$ cat src/dhs_pkg.sv
// package: register map, field positions, reset values, timing and states of the homing sequencer
package dhs_pkg;
	localparam int AXI_AW = 8;
	localparam logic [AXI_AW-1:0] REG_CMD = 8'h00;
	localparam logic [AXI_AW-1:0] REG_CFG = 8'h04;
	localparam logic [AXI_AW-1:0] REG_STATUS = 8'h08;
	localparam logic [AXI_AW-1:0] REG_IRQ_STAT = 8'h0c;
	localparam logic [AXI_AW-1:0] REG_IRQ_MASK = 8'h10;
	localparam logic [AXI_AW-1:0] REG_RAPID = 8'h14;
	localparam logic [AXI_AW-1:0] REG_APPROACH = 8'h18;
	localparam logic [AXI_AW-1:0] REG_SHIFT = 8'h1c;
	localparam logic [AXI_AW-1:0] REG_MASK = 8'h20;
	localparam logic [AXI_AW-1:0] REG_SPACING = 8'h24;
	localparam logic [AXI_AW-1:0] REG_OFFSET = 8'h28;
	localparam logic [AXI_AW-1:0] REG_DECEL = 8'h2c;
	localparam logic [AXI_AW-1:0] REG_TRAVERSE = 8'h30;
	localparam logic [AXI_AW-1:0] REG_GRID_AMT = 8'h34;
	localparam logic [AXI_AW-1:0] REG_MACH_POS = 8'h38;
	localparam logic [AXI_AW-1:0] REG_REF_POS = 8'h3c;
	localparam int CMD_HOME_BIT = 0;
	localparam int CMD_MOVE_BIT = 1;
	localparam int CFG_DIR_BIT = 0;
	localparam int CFG_HS_BIT = 1;
	localparam int CFG_NOREF_BIT = 2;
	localparam int CFG_GDISP_BIT = 6;
	localparam int IRQ_DONE_BIT = 0;
	localparam int IRQ_ERR_BIT = 1;
	localparam int IRQ_W = 2;
	localparam logic [6:0] CFG_RST = 7'h00;
	localparam logic [IRQ_W-1:0] IRQ_MASK_RST = 2'h0;
	localparam logic [31:0] RAPID_RST = 32'h0000_0100;
	localparam logic [31:0] APPROACH_RST = 32'h0000_0004;
	localparam logic [31:0] SHIFT_RST = 32'h0000_0000;
	localparam logic [31:0] MASK_RST = 32'h0000_0000;
	localparam logic [31:0] SPACING_RST = 32'h0000_0000;
	localparam logic [31:0] OFFSET_RST = 32'h0000_0000;
	localparam logic [31:0] DECEL_RST = 32'h0000_0010;
	localparam logic [31:0] TRAVERSE_RST = 32'h0000_0200;
	localparam logic [1:0] RESP_OKAY = 2'h0;
	localparam logic [1:0] RESP_SLVERR = 2'h2;
	localparam int CLK_PERIOD_NS = 5;
	localparam int DOG_DEBOUNCE_NS = 1000;
	localparam int DOG_DEB_CYC = (DOG_DEBOUNCE_NS + CLK_PERIOD_NS - 1) / CLK_PERIOD_NS;
	localparam int DEB_W = $clog2(DOG_DEB_CYC + 1);
	typedef enum logic [2:0] {
		ST_IDLE = 3'h0,
		ST_RAPID = 3'h1,
		ST_DECEL = 3'h3,
		ST_CREEP = 3'h2,
		ST_MASK = 3'h6,
		ST_SEEK = 3'h7,
		ST_SHIFT = 3'h5,
		ST_HIGH = 3'h4
	} dhs_state_t;
endpackage

$ cat src/dhs_filt_if.sv
// interface: conditioned dog level and index pulse from the input filter
`timescale 1ns/1ps
`default_nettype none
interface dhs_filt_if;
	logic dogLevel;
	logic zPulse;
	modport prod (output dogLevel, output zPulse);
	modport cons (input dogLevel, input zPulse);
endinterface
`default_nettype wire

$ cat src/dhs_input_filter.sv
// input conditioning: synchronisers, dog debounce, index edge pulse
`timescale 1ns/1ps
`default_nettype none
module dhs_input_filter
	import dhs_pkg::*;
(
	input wire logic ref_clk,
	input wire logic rst_b,
	input wire logic [1:0] rawIn,
	dhs_filt_if.prod filt
);
	logic [1:0] syncA_reg;
	logic [1:0] syncB_reg;
	logic zPrev_reg;
	logic dogStable_reg;
	logic [DEB_W-1:0] debCnt_reg;

	// bit 0 dog, bit 1 index; first stage feeds only the second
	genvar i;
	generate
		for (i = 0; i < 2; i++) begin : g_sync
			always_ff @(posedge ref_clk or negedge rst_b) begin
				if (!rst_b) begin
					syncA_reg[i] <= 1'b0;
					syncB_reg[i] <= 1'b0;
				end else begin
					syncA_reg[i] <= rawIn[i];
					syncB_reg[i] <= syncA_reg[i];
				end
			end
		end
	endgenerate

	// dog switch bounces; index is a clean encoder signal, so only synced
	always_ff @(posedge ref_clk or negedge rst_b) begin
		if (!rst_b) begin
			debCnt_reg <= '0;
			dogStable_reg <= 1'b0;
		end else if (syncB_reg[0] == dogStable_reg) begin
			debCnt_reg <= '0;
		end else if (debCnt_reg == DEB_W'(DOG_DEB_CYC - 1)) begin
			debCnt_reg <= '0;
			dogStable_reg <= syncB_reg[0];
		end else begin
			debCnt_reg <= debCnt_reg + 1'b1;
		end
	end

	always_ff @(posedge ref_clk or negedge rst_b) begin
		if (!rst_b) begin
			zPrev_reg <= 1'b0;
		end else begin
			zPrev_reg <= syncB_reg[1];
		end
	end

	assign filt.dogLevel = dogStable_reg;
	assign filt.zPulse = syncB_reg[1] & ~zPrev_reg;
endmodule
`default_nettype wire

$ cat src/dhs_homing.sv
// top: dog-type and high-speed homing sequencer with AXI4-Lite registers
// Notes on behaviour
// - dog homing starts at the homing rapid rate in the return direction
// - dog seen during rapid: ramp down by the decel step, then step to approach speed and creep
// - stop on first grid point after dog release; that is the electrical zero
// - first homing is dog-type; later ones dog or high-speed per config
// - high-speed homing goes straight to stored reference at traverse rate
// - non-homing motion before first homing is refused and flags an error
// - each encoder index pulse marks a grid point
// - extra grid points at a configurable spacing between index pulses
// - nonzero mask ignores grid points for that distance after dog release
// - grid amount measured from dog release, or from mask end when masked and grid display select is 1
// - reference is electrical zero shifted by shift amount in return direction
// - return direction 0 is positive, 1 is negative
// - no-reference 0 enables homing; 1 runs without homing needed
// - after homing machine position equals offset at the reference
// - approach speed starts and stops as a step, no ramp
// - same rapid rate for manual and automatic dog homing
// - grid display select 0 includes mask distance, 1 excludes it
`timescale 1ns/1ps
`default_nettype none
module dhs_homing
	import dhs_pkg::*;
(
	input wire logic ref_clk,
	input wire logic rst_b,
	input wire logic [AXI_AW-1:0] s_axi_awaddr,
	input wire logic s_axi_awvalid,
	output logic s_axi_awready,
	input wire logic [31:0] s_axi_wdata,
	input wire logic [3:0] s_axi_wstrb,
	input wire logic s_axi_wvalid,
	output logic s_axi_wready,
	output logic [1:0] s_axi_bresp,
	output logic s_axi_bvalid,
	input wire logic s_axi_bready,
	input wire logic [AXI_AW-1:0] s_axi_araddr,
	input wire logic s_axi_arvalid,
	output logic s_axi_arready,
	output logic [31:0] s_axi_rdata,
	output logic [1:0] s_axi_rresp,
	output logic s_axi_rvalid,
	input wire logic s_axi_rready,
	input wire logic dogIn,
	input wire logic encZIn,
	input wire logic signed [31:0] posIn,
	output logic signed [31:0] velCmd,
	output logic moveGrant,
	output logic homed,
	output logic irq
);
	dhs_filt_if filt ();
	dhs_input_filter u_filter (
		.ref_clk(ref_clk),
		.rst_b(rst_b),
		.rawIn({encZIn, dogIn}),
		.filt(filt.prod)
	);

	dhs_state_t state_reg;
	logic [6:0] cfg_reg;
	logic [IRQ_W-1:0] irqStat_reg;
	logic [IRQ_W-1:0] irqMask_reg;
	logic [31:0] rapid_reg;
	logic [31:0] approach_reg;
	logic [31:0] shift_reg;
	logic [31:0] mask_reg;
	logic [31:0] spacing_reg;
	logic [31:0] offset_reg;
	logic [31:0] decel_reg;
	logic [31:0] traverse_reg;
	logic [31:0] gridAmt_reg;
	logic signed [31:0] machPos_reg;
	logic signed [31:0] refPos_reg;
	logic signed [31:0] releasePos_reg;
	logic signed [31:0] maskEndPos_reg;
	logic signed [31:0] zeroPos_reg;
	logic signed [31:0] posPrev_reg;
	logic signed [31:0] gridAcc_reg;
	logic signed [31:0] gridAcc_next;
	logic gridHit_reg;
	logic firstDone_reg;
	logic homeCmd;
	logic moveCmd;
	logic doneEvt;
	logic errEvt;
	logic [AXI_AW-1:0] awAddr_reg;
	logic [31:0] wData_reg;
	logic awHave_reg;
	logic wHave_reg;
	logic wrFire;
	logic wrHit;
	logic [31:0] rdMux;
	logic rdHit;
	logic dirNeg;
	logic signed [31:0] velMag;

	assign dirNeg = cfg_reg[CFG_DIR_BIT];

	function automatic logic [31:0] absDiff(input logic signed [31:0] a,
		input logic signed [31:0] b);
		logic signed [31:0] d;
		d = a - b;
		absDiff = d[31] ? 32'(-d) : d;
	endfunction

	function automatic logic signed [31:0] signedVel(input logic [31:0] mag, input logic neg);
		signedVel = neg ? 32'(-$signed(mag)) : $signed(mag);
	endfunction

	// write channel: address and data accepted in either order
	assign wrFire = awHave_reg && wHave_reg && !s_axi_bvalid;
	always_ff @(posedge ref_clk or negedge rst_b) begin
		if (!rst_b) begin
			awHave_reg <= 1'b0;
			wHave_reg <= 1'b0;
			awAddr_reg <= '0;
			wData_reg <= '0;
			s_axi_awready <= 1'b0;
			s_axi_wready <= 1'b0;
			s_axi_bvalid <= 1'b0;
			s_axi_bresp <= RESP_OKAY;
		end else begin
			s_axi_awready <= !awHave_reg && !s_axi_awready;
			s_axi_wready <= !wHave_reg && !s_axi_wready;
			if (s_axi_awvalid && s_axi_awready) begin
				awHave_reg <= 1'b1;
				awAddr_reg <= s_axi_awaddr;
			end
			if (s_axi_wvalid && s_axi_wready) begin
				wHave_reg <= 1'b1;
				wData_reg <= s_axi_wdata;
			end
			if (wrFire) begin
				s_axi_bvalid <= 1'b1;
				s_axi_bresp <= wrHit ? RESP_OKAY : RESP_SLVERR;
				awHave_reg <= 1'b0;
				wHave_reg <= 1'b0;
			end else if (s_axi_bvalid && s_axi_bready) begin
				s_axi_bvalid <= 1'b0;
			end
		end
	end

	always_comb begin
		unique case ({awAddr_reg[AXI_AW-1:2], 2'b00})
			REG_CMD, REG_CFG, REG_IRQ_STAT, REG_IRQ_MASK, REG_RAPID, REG_APPROACH,
			REG_SHIFT, REG_MASK, REG_SPACING, REG_OFFSET, REG_DECEL,
			REG_TRAVERSE: wrHit = 1'b1;
			default: wrHit = 1'b0;
		endcase
	end

	assign homeCmd = wrFire && awAddr_reg == REG_CMD && wData_reg[CMD_HOME_BIT];
	assign moveCmd = wrFire && awAddr_reg == REG_CMD && wData_reg[CMD_MOVE_BIT];

	// configuration registers; byte strobes are not honoured, full words only
	always_ff @(posedge ref_clk or negedge rst_b) begin
		if (!rst_b) begin
			cfg_reg <= CFG_RST;
			irqMask_reg <= IRQ_MASK_RST;
			rapid_reg <= RAPID_RST;
			approach_reg <= APPROACH_RST;
			shift_reg <= SHIFT_RST;
			mask_reg <= MASK_RST;
			spacing_reg <= SPACING_RST;
			offset_reg <= OFFSET_RST;
			decel_reg <= DECEL_RST;
			traverse_reg <= TRAVERSE_RST;
		end else if (wrFire) begin
			unique case (awAddr_reg)
				REG_CFG: cfg_reg <= wData_reg[6:0];
				REG_IRQ_MASK: irqMask_reg <= wData_reg[IRQ_W-1:0];
				REG_RAPID: rapid_reg <= wData_reg;
				REG_APPROACH: approach_reg <= wData_reg;
				REG_SHIFT: shift_reg <= wData_reg;
				REG_MASK: mask_reg <= wData_reg;
				REG_SPACING: spacing_reg <= wData_reg;
				REG_OFFSET: offset_reg <= wData_reg;
				REG_DECEL: decel_reg <= wData_reg;
				REG_TRAVERSE: traverse_reg <= wData_reg;
				default: ;
			endcase
		end
	end

	// sticky status, write one to clear; a new event wins over the clear
	always_ff @(posedge ref_clk or negedge rst_b) begin
		if (!rst_b) begin
			irqStat_reg <= '0;
			irq <= 1'b0;
		end else begin
			for (int b = 0; b < IRQ_W; b++) begin
				if ((b == IRQ_DONE_BIT && doneEvt) || (b == IRQ_ERR_BIT && errEvt)) begin
					irqStat_reg[b] <= 1'b1;
				end else if (wrFire && awAddr_reg == REG_IRQ_STAT && wData_reg[b]) begin
					irqStat_reg[b] <= 1'b0;
				end
			end
			irq <= |(irqStat_reg & irqMask_reg);
		end
	end

	// read channel
	always_comb begin
		rdHit = 1'b1;
		unique case ({s_axi_araddr[AXI_AW-1:2], 2'b00})
			REG_CMD: rdMux = 32'h0000_0000;
			REG_CFG: rdMux = {25'h0, cfg_reg};
			REG_STATUS: rdMux = {26'h0, state_reg, firstDone_reg, homed, filt.dogLevel};
			REG_IRQ_STAT: rdMux = {30'h0, irqStat_reg};
			REG_IRQ_MASK: rdMux = {30'h0, irqMask_reg};
			REG_RAPID: rdMux = rapid_reg;
			REG_APPROACH: rdMux = approach_reg;
			REG_SHIFT: rdMux = shift_reg;
			REG_MASK: rdMux = mask_reg;
			REG_SPACING: rdMux = spacing_reg;
			REG_OFFSET: rdMux = offset_reg;
			REG_DECEL: rdMux = decel_reg;
			REG_TRAVERSE: rdMux = traverse_reg;
			REG_GRID_AMT: rdMux = gridAmt_reg;
			REG_MACH_POS: rdMux = machPos_reg;
			REG_REF_POS: rdMux = refPos_reg;
			default: begin
				rdMux = 32'h0000_0000;
				rdHit = 1'b0;
			end
		endcase
	end

	always_ff @(posedge ref_clk or negedge rst_b) begin
		if (!rst_b) begin
			s_axi_arready <= 1'b0;
			s_axi_rvalid <= 1'b0;
			s_axi_rdata <= '0;
			s_axi_rresp <= RESP_OKAY;
		end else begin
			s_axi_arready <= !s_axi_rvalid && !s_axi_arready;
			if (s_axi_arvalid && s_axi_arready) begin
				s_axi_rvalid <= 1'b1;
				s_axi_rdata <= rdMux;
				s_axi_rresp <= rdHit ? RESP_OKAY : RESP_SLVERR;
			end else if (s_axi_rvalid && s_axi_rready) begin
				s_axi_rvalid <= 1'b0;
			end
		end
	end

	// grid generator: index resets the phase, spacing adds points in between;
	// assumes the axis moves less than one spacing per clock
	always_comb begin
		gridAcc_next = gridAcc_reg + (posIn - posPrev_reg);
	end

	always_ff @(posedge ref_clk or negedge rst_b) begin
		if (!rst_b) begin
			posPrev_reg <= '0;
			gridAcc_reg <= '0;
			gridHit_reg <= 1'b0;
		end else begin
			posPrev_reg <= posIn;
			gridHit_reg <= 1'b0;
			if (filt.zPulse) begin
				gridAcc_reg <= '0;
				gridHit_reg <= 1'b1;
			end else if (spacing_reg != 32'h0 && gridAcc_next >= $signed(spacing_reg)) begin
				gridAcc_reg <= gridAcc_next - $signed(spacing_reg);
				gridHit_reg <= 1'b1;
			end else if (spacing_reg != 32'h0 && gridAcc_next < 0) begin
				gridAcc_reg <= gridAcc_next + $signed(spacing_reg);
				gridHit_reg <= 1'b1;
			end else begin
				gridAcc_reg <= gridAcc_next;
			end
		end
	end

	// command acceptance
	always_ff @(posedge ref_clk or negedge rst_b) begin
		if (!rst_b) begin
			moveGrant <= 1'b0;
			errEvt <= 1'b0;
		end else begin
			moveGrant <= moveCmd && state_reg == ST_IDLE && (homed || cfg_reg[CFG_NOREF_BIT]);
			errEvt <= moveCmd && !homed && !cfg_reg[CFG_NOREF_BIT];
		end
	end

	// sequencer and velocity command
	assign velMag = velCmd[31] ? 32'(-velCmd) : velCmd;
	always_ff @(posedge ref_clk or negedge rst_b) begin
		if (!rst_b) begin
			state_reg <= ST_IDLE;
			velCmd <= '0;
			releasePos_reg <= '0;
			maskEndPos_reg <= '0;
			zeroPos_reg <= '0;
			refPos_reg <= '0;
			gridAmt_reg <= '0;
			firstDone_reg <= 1'b0;
			homed <= 1'b0;
			doneEvt <= 1'b0;
		end else begin
			doneEvt <= 1'b0;
			unique case (state_reg)
				ST_IDLE: begin
					if (homeCmd && cfg_reg[CFG_NOREF_BIT]) begin
						homed <= 1'b1;
					end else if (homeCmd && firstDone_reg && cfg_reg[CFG_HS_BIT]) begin
						state_reg <= ST_HIGH;
						velCmd <= signedVel(traverse_reg, posIn > refPos_reg);
					end else if (homeCmd) begin
						state_reg <= ST_RAPID;
						velCmd <= signedVel(rapid_reg, dirNeg);
					end
				end
				ST_RAPID: begin
					if (filt.dogLevel) begin
						state_reg <= ST_DECEL;
					end
				end
				ST_DECEL: begin
					if (velMag <= $signed(decel_reg)) begin
						state_reg <= ST_CREEP;
						velCmd <= signedVel(approach_reg, dirNeg);
					end else begin
						velCmd <= signedVel(32'(velMag - $signed(decel_reg)), dirNeg);
					end
				end
				ST_CREEP: begin
					if (!filt.dogLevel) begin
						releasePos_reg <= posIn;
						maskEndPos_reg <= posIn;
						state_reg <= (mask_reg != 32'h0) ? ST_MASK : ST_SEEK;
					end
				end
				ST_MASK: begin
					// acts like a longer dog: grid points are ignored here
					if (absDiff(posIn, releasePos_reg) >= mask_reg) begin
						maskEndPos_reg <= posIn;
						state_reg <= ST_SEEK;
					end
				end
				ST_SEEK: begin
					if (gridHit_reg) begin
						zeroPos_reg <= posIn;
						gridAmt_reg <= cfg_reg[CFG_GDISP_BIT] ? absDiff(posIn, maskEndPos_reg)
							: absDiff(posIn, releasePos_reg);
						if (shift_reg == 32'h0) begin
							velCmd <= '0;
							refPos_reg <= posIn;
							state_reg <= ST_IDLE;
							homed <= 1'b1;
							firstDone_reg <= 1'b1;
							doneEvt <= 1'b1;
						end else begin
							state_reg <= ST_SHIFT;
						end
					end
				end
				ST_SHIFT: begin
					// shift only continues the return direction at approach speed
					if (absDiff(posIn, zeroPos_reg) >= shift_reg) begin
						velCmd <= '0;
						refPos_reg <= posIn;
						state_reg <= ST_IDLE;
						homed <= 1'b1;
						firstDone_reg <= 1'b1;
						doneEvt <= 1'b1;
					end
				end
				ST_HIGH: begin
					if (absDiff(posIn, refPos_reg) <= traverse_reg) begin
						velCmd <= '0;
						state_reg <= ST_IDLE;
						doneEvt <= 1'b1;
					end
				end
			endcase
		end
	end

	// machine coordinate: offset appears at the reference once homed
	always_ff @(posedge ref_clk or negedge rst_b) begin
		if (!rst_b) begin
			machPos_reg <= '0;
		end else begin
			machPos_reg <= posIn - refPos_reg + $signed(offset_reg);
		end
	end
endmodule
`default_nettype wire

$ cat config.mk
export PLATFORM = sky130hd
export DESIGN_NAME = dhs_homing
export DESIGN_NICKNAME = d
export VERILOG_FILES = /design/src/dhs_pkg.sv /design/src/dhs_filt_if.sv /design/src/dhs_input_filter.sv /design/src/dhs_homing.sv
export SDC_FILE = /design/constraint.sdc
export NUM_CORES = 2
export LEC_CHECK = 0
export ABC_AREA = 1
export BUFFER_PORTS_ARGS = -buffer_cell sky130_fd_sc_hd__buf_2
export CAP_MARGIN = 20
export CORE_MARGIN = 10
export CORE_UTILIZATION = 25
export DETAILED_ROUTE_END_ITERATION = 6
export PLACE_DENSITY = 0.43
export SYNTH_ARGS = -nofsm -noshare
export SYNTH_HDL_FRONTEND = slang
export SYNTH_SLANG_ARGS = --single-unit
$ cat constraint.sdc
create_clock -name ref_clk -period 4.67 [get_ports ref_clk]
set_input_delay 0.467 -clock ref_clk [delete_from_list [all_inputs] [get_ports ref_clk]]
set_output_delay 0.467 -clock ref_clk [all_outputs]
set_load 0.01 [all_outputs]
======== Word-level counts from Yosys, hierarchy flattened ========
Cells that the tools add are included.
word-level totals
  register bits ........................... 662
  input port bits ......................... 93
cells by class
  reduce and logical (&&, ||, !) cells .... 73
  multiplexer cells ....................... 75
  bitwise logic cells ..................... 5
  magnitude comparators ................... 7
  equality and inequality tests ........... 57
  add/sub/neg operators ................... 20
operators by type and width
  cell                                                 count
  two-way mux 32 bit                                   26
  one-hot mux 32 bit (15 select lines)                 1
  negation 32 bit                                      9
  subtractor 32 bit                                    7
  one-hot mux 32 bit (5 select lines)                  1
  one-hot mux 32 bit (2 select lines)                  2
  adder 32 bit                                         3
  >= comparator 32 bit                                 3
  == test 6 x 4 -> 1 bit, second input constant        13
  less-or-equal comparator 32 bit                      2
  nonzero test 32 bit                                  2
  == test 6 x 3 -> 1 bit, second input constant        8
  == test 8 x 6 -> 1 bit, second input constant        5
  two-way mux 3 bit                                    11
  == test 8 x 5 -> 1 bit, second input constant        4
  > comparator 32 bit                                  1
  logical NOT 32 bit                                   1
  < comparator 32 x 1 -> 1 bit, second input constant  1
  two-way mux 1 bit                                    26
  AND reduction 2 bit                                  13
  logical AND 1 bit                                    25
  one-hot mux 3 bit (8 select lines)                   1
  == test 6 x 2 -> 1 bit, second input constant        3
  two-way mux 8 bit                                    2
  34 further kinds                                     67

======== Depth between registers and ports, before layout ========
  word-level depth ........................ 9
  depth in mapped cells ................... 36

======== By module ========
From an unflattened synthesis, not the netlist that was laid out.
unflattened totals
  cells, all modules ...................... 8,769
  area, all modules ....................... 57,385.0 um^2
modules (own cells, without submodules)
  module            cells each  area an instance (um^2)  instances
  dhs_homing        8,704       56,777.0                 1
  dhs_input_filter  65          608.1                    1

======== Worst setup path after synthesis ========
No wires, ideal clock.
  kind .................................... input -> register
  start ................................... input posIn[0]
  end ..................................... register refPos_reg[10]
  required time ........................... 4.540 ns
  cell stages on the path ................. 30
  setup time .............................. 0.130 ns
  data arrival time ....................... 4.494 ns
  path slack .............................. 0.047 ns
  path through ............................ inv_1 ha_1 inv_1 fa_1 nand3_1 nand3_1 nand2_1 nand2_1 xnor2_1 nand2_1 nor2_1 nand2_1 nor2_1 nand2_1 nor2_1 nand2_1 nor2_1 nand3_1 nand4_1 nand2_1 ha_1 nand4_1 nor4_1 nand3_1 nand3_1 nand2_1 a21oi_1 clkbuf_1 clkbuf_1 o21ai_0
between the ends
  word-level cells in the longest chain between the ends .. 6
ends and longest elaborated chain
  item                                      line               RTL
  start: declaration                        dhs_homing.sv:46   input wire logic signed [31:0] posIn,
  subtractor 32 bit *                       dhs_homing.sv:103  d = a - b;
  negation 32 bit                           dhs_homing.sv:104  absDiff = d[31] ? 32'(-d) : d;
  two-way mux 32 bit *                      dhs_homing.sv:104
  >= comparator 32 bit *                    dhs_homing.sv:363  if (absDiff(posIn, zeroPos_reg) >= shift_reg) begin
  inequality test 2 bit (no source line) *  --
  AND reduction 4 bit (no source line) *    --
  end signal: assignment                    dhs_homing.sv:351  refPos_reg <= posIn;
  end signal: assignment                    dhs_homing.sv:365  refPos_reg <= posIn;
  end: declaration                          dhs_homing.sv:74   logic signed [31:0] refPos_reg;
Every way passes the cells marked *; elsewhere a longest branch is shown, timed or not.
A chain may end at the register's enable or synchronous reset.

======== Worst setup path in the final report ========
  start ................................... register refPos_reg[0]
  end ..................................... register velCmd[6]
between the ends
  word-level cells in the longest chain between the ends .. 6
ends and longest elaborated chain
  item                                    line               RTL
  subtractor 32 bit                       dhs_homing.sv:103
  negation 32 bit                         dhs_homing.sv:104
  two-way mux 32 bit                      dhs_homing.sv:104
  less-or-equal comparator 32 bit         dhs_homing.sv:373  if (absDiff(posIn, refPos_reg) <= traverse_reg) begin
  inequality test 2 bit (no source line)  --
  AND reduction 7 bit (no source line)    --
  end signal: assignment                  dhs_homing.sv:314  velCmd <= signedVel(rapid_reg, dirNeg);
  end signal: assignment                  dhs_homing.sv:325  velCmd <= signedVel(approach_reg, dirNeg);
  end signal: assignment                  dhs_homing.sv:327  velCmd <= signedVel(32'(velMag - $signed(decel_reg)), dirNeg);
  end: declaration                        dhs_homing.sv:47   output logic signed [31:0] velCmd,
Several ways; a longest one is shown, not always the timed one. The select of a mux whose other input is x is not followed.

==> summary.md <==
| Metric | Value |
|---|---|
| Critical path class | flop to flop |
| Starting Density | between 20 and 30% |
| Worst reg-to-reg setup slack | -0.57 ns |
| Worst Hold Depth | 2 |
| Final Hold Viols | 0 |
| R2R depth | 34 |
| Via count | 68,080 |
| IO Pins | approximately 170 |
| Vias in the first global route | 65,010 |
| CTS tree | yes |
| Share of the synthesized area in the top cell type | 28.27% |
| Worst slew pin tran | 1.221 ns |
| Final Core Density | a little over a third |
| Hold Crit Class | input port to flop |
| First-pass detailed-route iteration total | 6 |
| Final WS setup | -0.5740 ns |
| Final WL | 336,700 um |
| Relative slew slack | a little under a fifth |
| PortBufs | 160 |
| Max cap viols | 0 |
| Reg-to-Reg End | velCmd[6]$_DFFE_PN0P_ |
| Largest stage delay, worst path | 0.44 ns |
| Die area | 251,900 um^2 |
| Nets@finish | 11,250 |
| Top cells by area, synth | dfrtp_1, nand2_1, inv_1 |
| Crit path from | refPos_reg[0]$_DFFE_PN0P_ |
| Min Clock Period, post-route | 5.244 ns |
| Ys async rst share | 100.0% |
| RSZ-0062 raised after global routing | yes |
| Drt drc | 0 |
| Horiz. Die Dim | 501.9 um |
| Layout cell share with drive strength beyond 1 | 26.78% |
| Congestion Overflow GR | 0 |
| Critical Path RT | 5.36 ns |
| Die Y | between 500 and 600 um |
| Min-Delay Endpoint | posPrev_reg[26]$_DFF_PN0_ |
| Clk Latency, worst-skew pair | 0.80 ns |
| GRT Util Overall | 25.61% |
| Post-synth top flop | dfrtp_1 |
| Endpoints failing setup | 71 |
| Core box area | 230,600 um^2 |
| Maximum fanout along the worst path | 6 |
| Area leader, netlist | dfrtp_1 |
| Initial antenna violation count | 36 |
| FMAX | roughly 190 MHz |
| Htree depth | 3 |
| Clk pin slew, worst setup/hold paths | 0.06 ns |
| Num rows | around 180 |
| Filler cells | 24,640 |
| Antenna viol nets, final | 0 |
| Most frequent CP cell | nand2_1 |
| Sequential fraction of the synthesis area | 28.46% |
| Root buffer cell | clkbuf_16 |
| Number of synthesized flops with an enable pin | 0 |
| Final period utilization | 112.3% |
| TritonCTS Buffers | 91 |
| Synthesized area | 58,060 um^2 |
| #FFs+latches synth | 660 |
| Status | finished with violations |
| Final HPWL from detailed placement | 280,600 um |
| Global-route wire length before repair | 470,700 um |
| Clock sink count | 660 |
| Syn Area/Cell | 6.440 um^2 |
| CP Capture Type | flop |
| Reg-to-reg critical path startpoint | refPos_reg[0]$_DFFE_PN0P_ |
| Pin count of the biggest net entering global routing | 138 |
| Number of vias per cell | 4.920 |
| Worst clock skew | 0.1005 ns |
| Hold path start | posIn[26] |
| Max Root-Sink Buffers | 3 |
| Slowest cell on the critical path | dfrtp_1 |
| WL per Instance | ~24 um |
| CP arrival | 5.93 ns |
| Mapped Cells | 9,016 |
| Failing checks | setup timing |
| Type of origin of the critical path | flop |
| Area Overhead vs Synth | 44.24% |
| Yosys warnings | 0 |
| Number of DRC markers in iteration 0 | 6,765 |
| Routability cong. | 1.024 |
| Setup TNS Final | -19.53 ns |
| Netlist cell types | 66 |
| Final Max Slew Viols | 0 |
==> critical path: cells and delay by family (launching register included) <==
family,cells,cell delay (ns)
AOI/OAI and AO/OA,5,0.51
xor gates and xnor gates,2,0.52
adders and majority gates,3,0.96
buffers and inverters,9,1.16
DFF,1,0.44
and+or+nand+nor,15,1.56
==> cell usage in the layout, fill, tap and decap left out, drive strengths merged, types with 11 or more instances in the layout <==
cell type / n
a211oi: 11
a21boi: 21
a21o: 19
a21oi: 508
a221oi: 33
a31oi: 20
buf: 1787
bufinv: 11
clkbuf: 123
clkinv: 35
dfrtp: 656
diode: 12
dlygate4sd3: 57
fa: 39
ha: 389
inv: 1399
nand2: 2668
nand3: 556
nand3b: 21
nand4: 140
nor2: 794
nor3: 129
nor4: 58
o211ai: 23
o21a: 20
o21ai: 786
o21bai: 31
o221ai: 16
o22ai: 61
or2: 17
xnor2: 73
xor2: 231
==> final cells by class <==
class / instances / area, um^2 / area share (%)
timing repair buffer: 1853 / 15110 / 18.04
clock inverter: 52 / 725.7 / 0.8666
inverter: 1401 / 5313 / 6.344
antenna: 12 / 30.03 / 0.03586
tap: 3026 / 3786 / 4.521
sequential: 660 / 16520 / 19.73
clock buffer: 114 / 2504 / 2.990
multi-input combinational: 6718 / 39760 / 47.47
==> kinds of logic (layout without fill, tap and decap cells) <==
group / Yosys count / count (layout) / synth area share, %
AND/OR/NAND/NOR: 4399 / 4399 / 31.39
buffers and inverters: 1639 / 3420 / 10.81
AO/OA/AOI/OAI: 1585 / 1585 / 14.96
flip-flops: 660 / 660 / 28.46
adder cells (fa/ha/maj): 428 / 428 / 9.728
XOR/XNOR: 304 / 304 / 4.651
other: 1 / 14 / 0.006459
==> how the worst max path moves through the flow <==
stage	endpoint	slack, ns	depth (start not counted)
floorplan	refPos_reg[10]$_DFFE_PN0P_	0.05	30
global placement	gridAcc_reg[30]$_DFF_PN0_	-1.17	26
detailed placement	velCmd[24]$_DFFE_PN0P_	-1.13	32
CTS	velCmd[9]$_DFFE_PN0P_	-0.44	34
global route	velCmd[3]$_DFFE_PN0P_	-0.68	34
finish	velCmd[6]$_DFFE_PN0P_	-0.57	34
==> layer usage <==
layer	GRT usage, %	wire length [um]	vias up
met2	40.26	148600	2375
met3	3.801	21890	450
met5	0	80	-
met4	11.37	17290	14
met1	34.67	148800	32750
li1	-	-	32490
==> metrics by stage <==
step                instance area (um^2)  hold WS [ns]  instances  worst slack (ns)
global placement                   73650        0.3671      13460            -1.167
global route                       83720       0.04274      13830           -0.6831
CTS                                80160       0.01018      13770           -0.4411
finish                             83750       0.06420      13840           -0.5740
floorplan                          58060        0.1714       9017           0.04656
detailed placement                 73670        0.3584      13470            -1.134
==> what timing repair did <==
action                                  4_1_cts  5_1_grt
buffers inserted                             64       63
cloned                                       16        9
endpoints found under the hold margin       109        0
resized for setup                           422      804
pin swaps                                    96      239
hold buffers                                 57        0
endpoints found under the setup margin      135      135
==> Yosys cell counts, types with 33 or more instances <==
cell type  instances
nand2_1         2657
inv_1           1378
nor2_1           773
o21ai_0          716
dfrtp_1          656
nand3_1          549
a21oi_1          504
ha_1             389
xor2_1           228
clkbuf_1         156
nand4_1          139
nor3_1           119
xnor2_1           71
o21ai_1           65
o22ai_1           61
nor4_1            57
buf_2             45
fa_1              39
a221oi_1          33
Power is not shown: default switching activity piles up to over one toggle a cycle in this logic, so the estimate is an artifact.
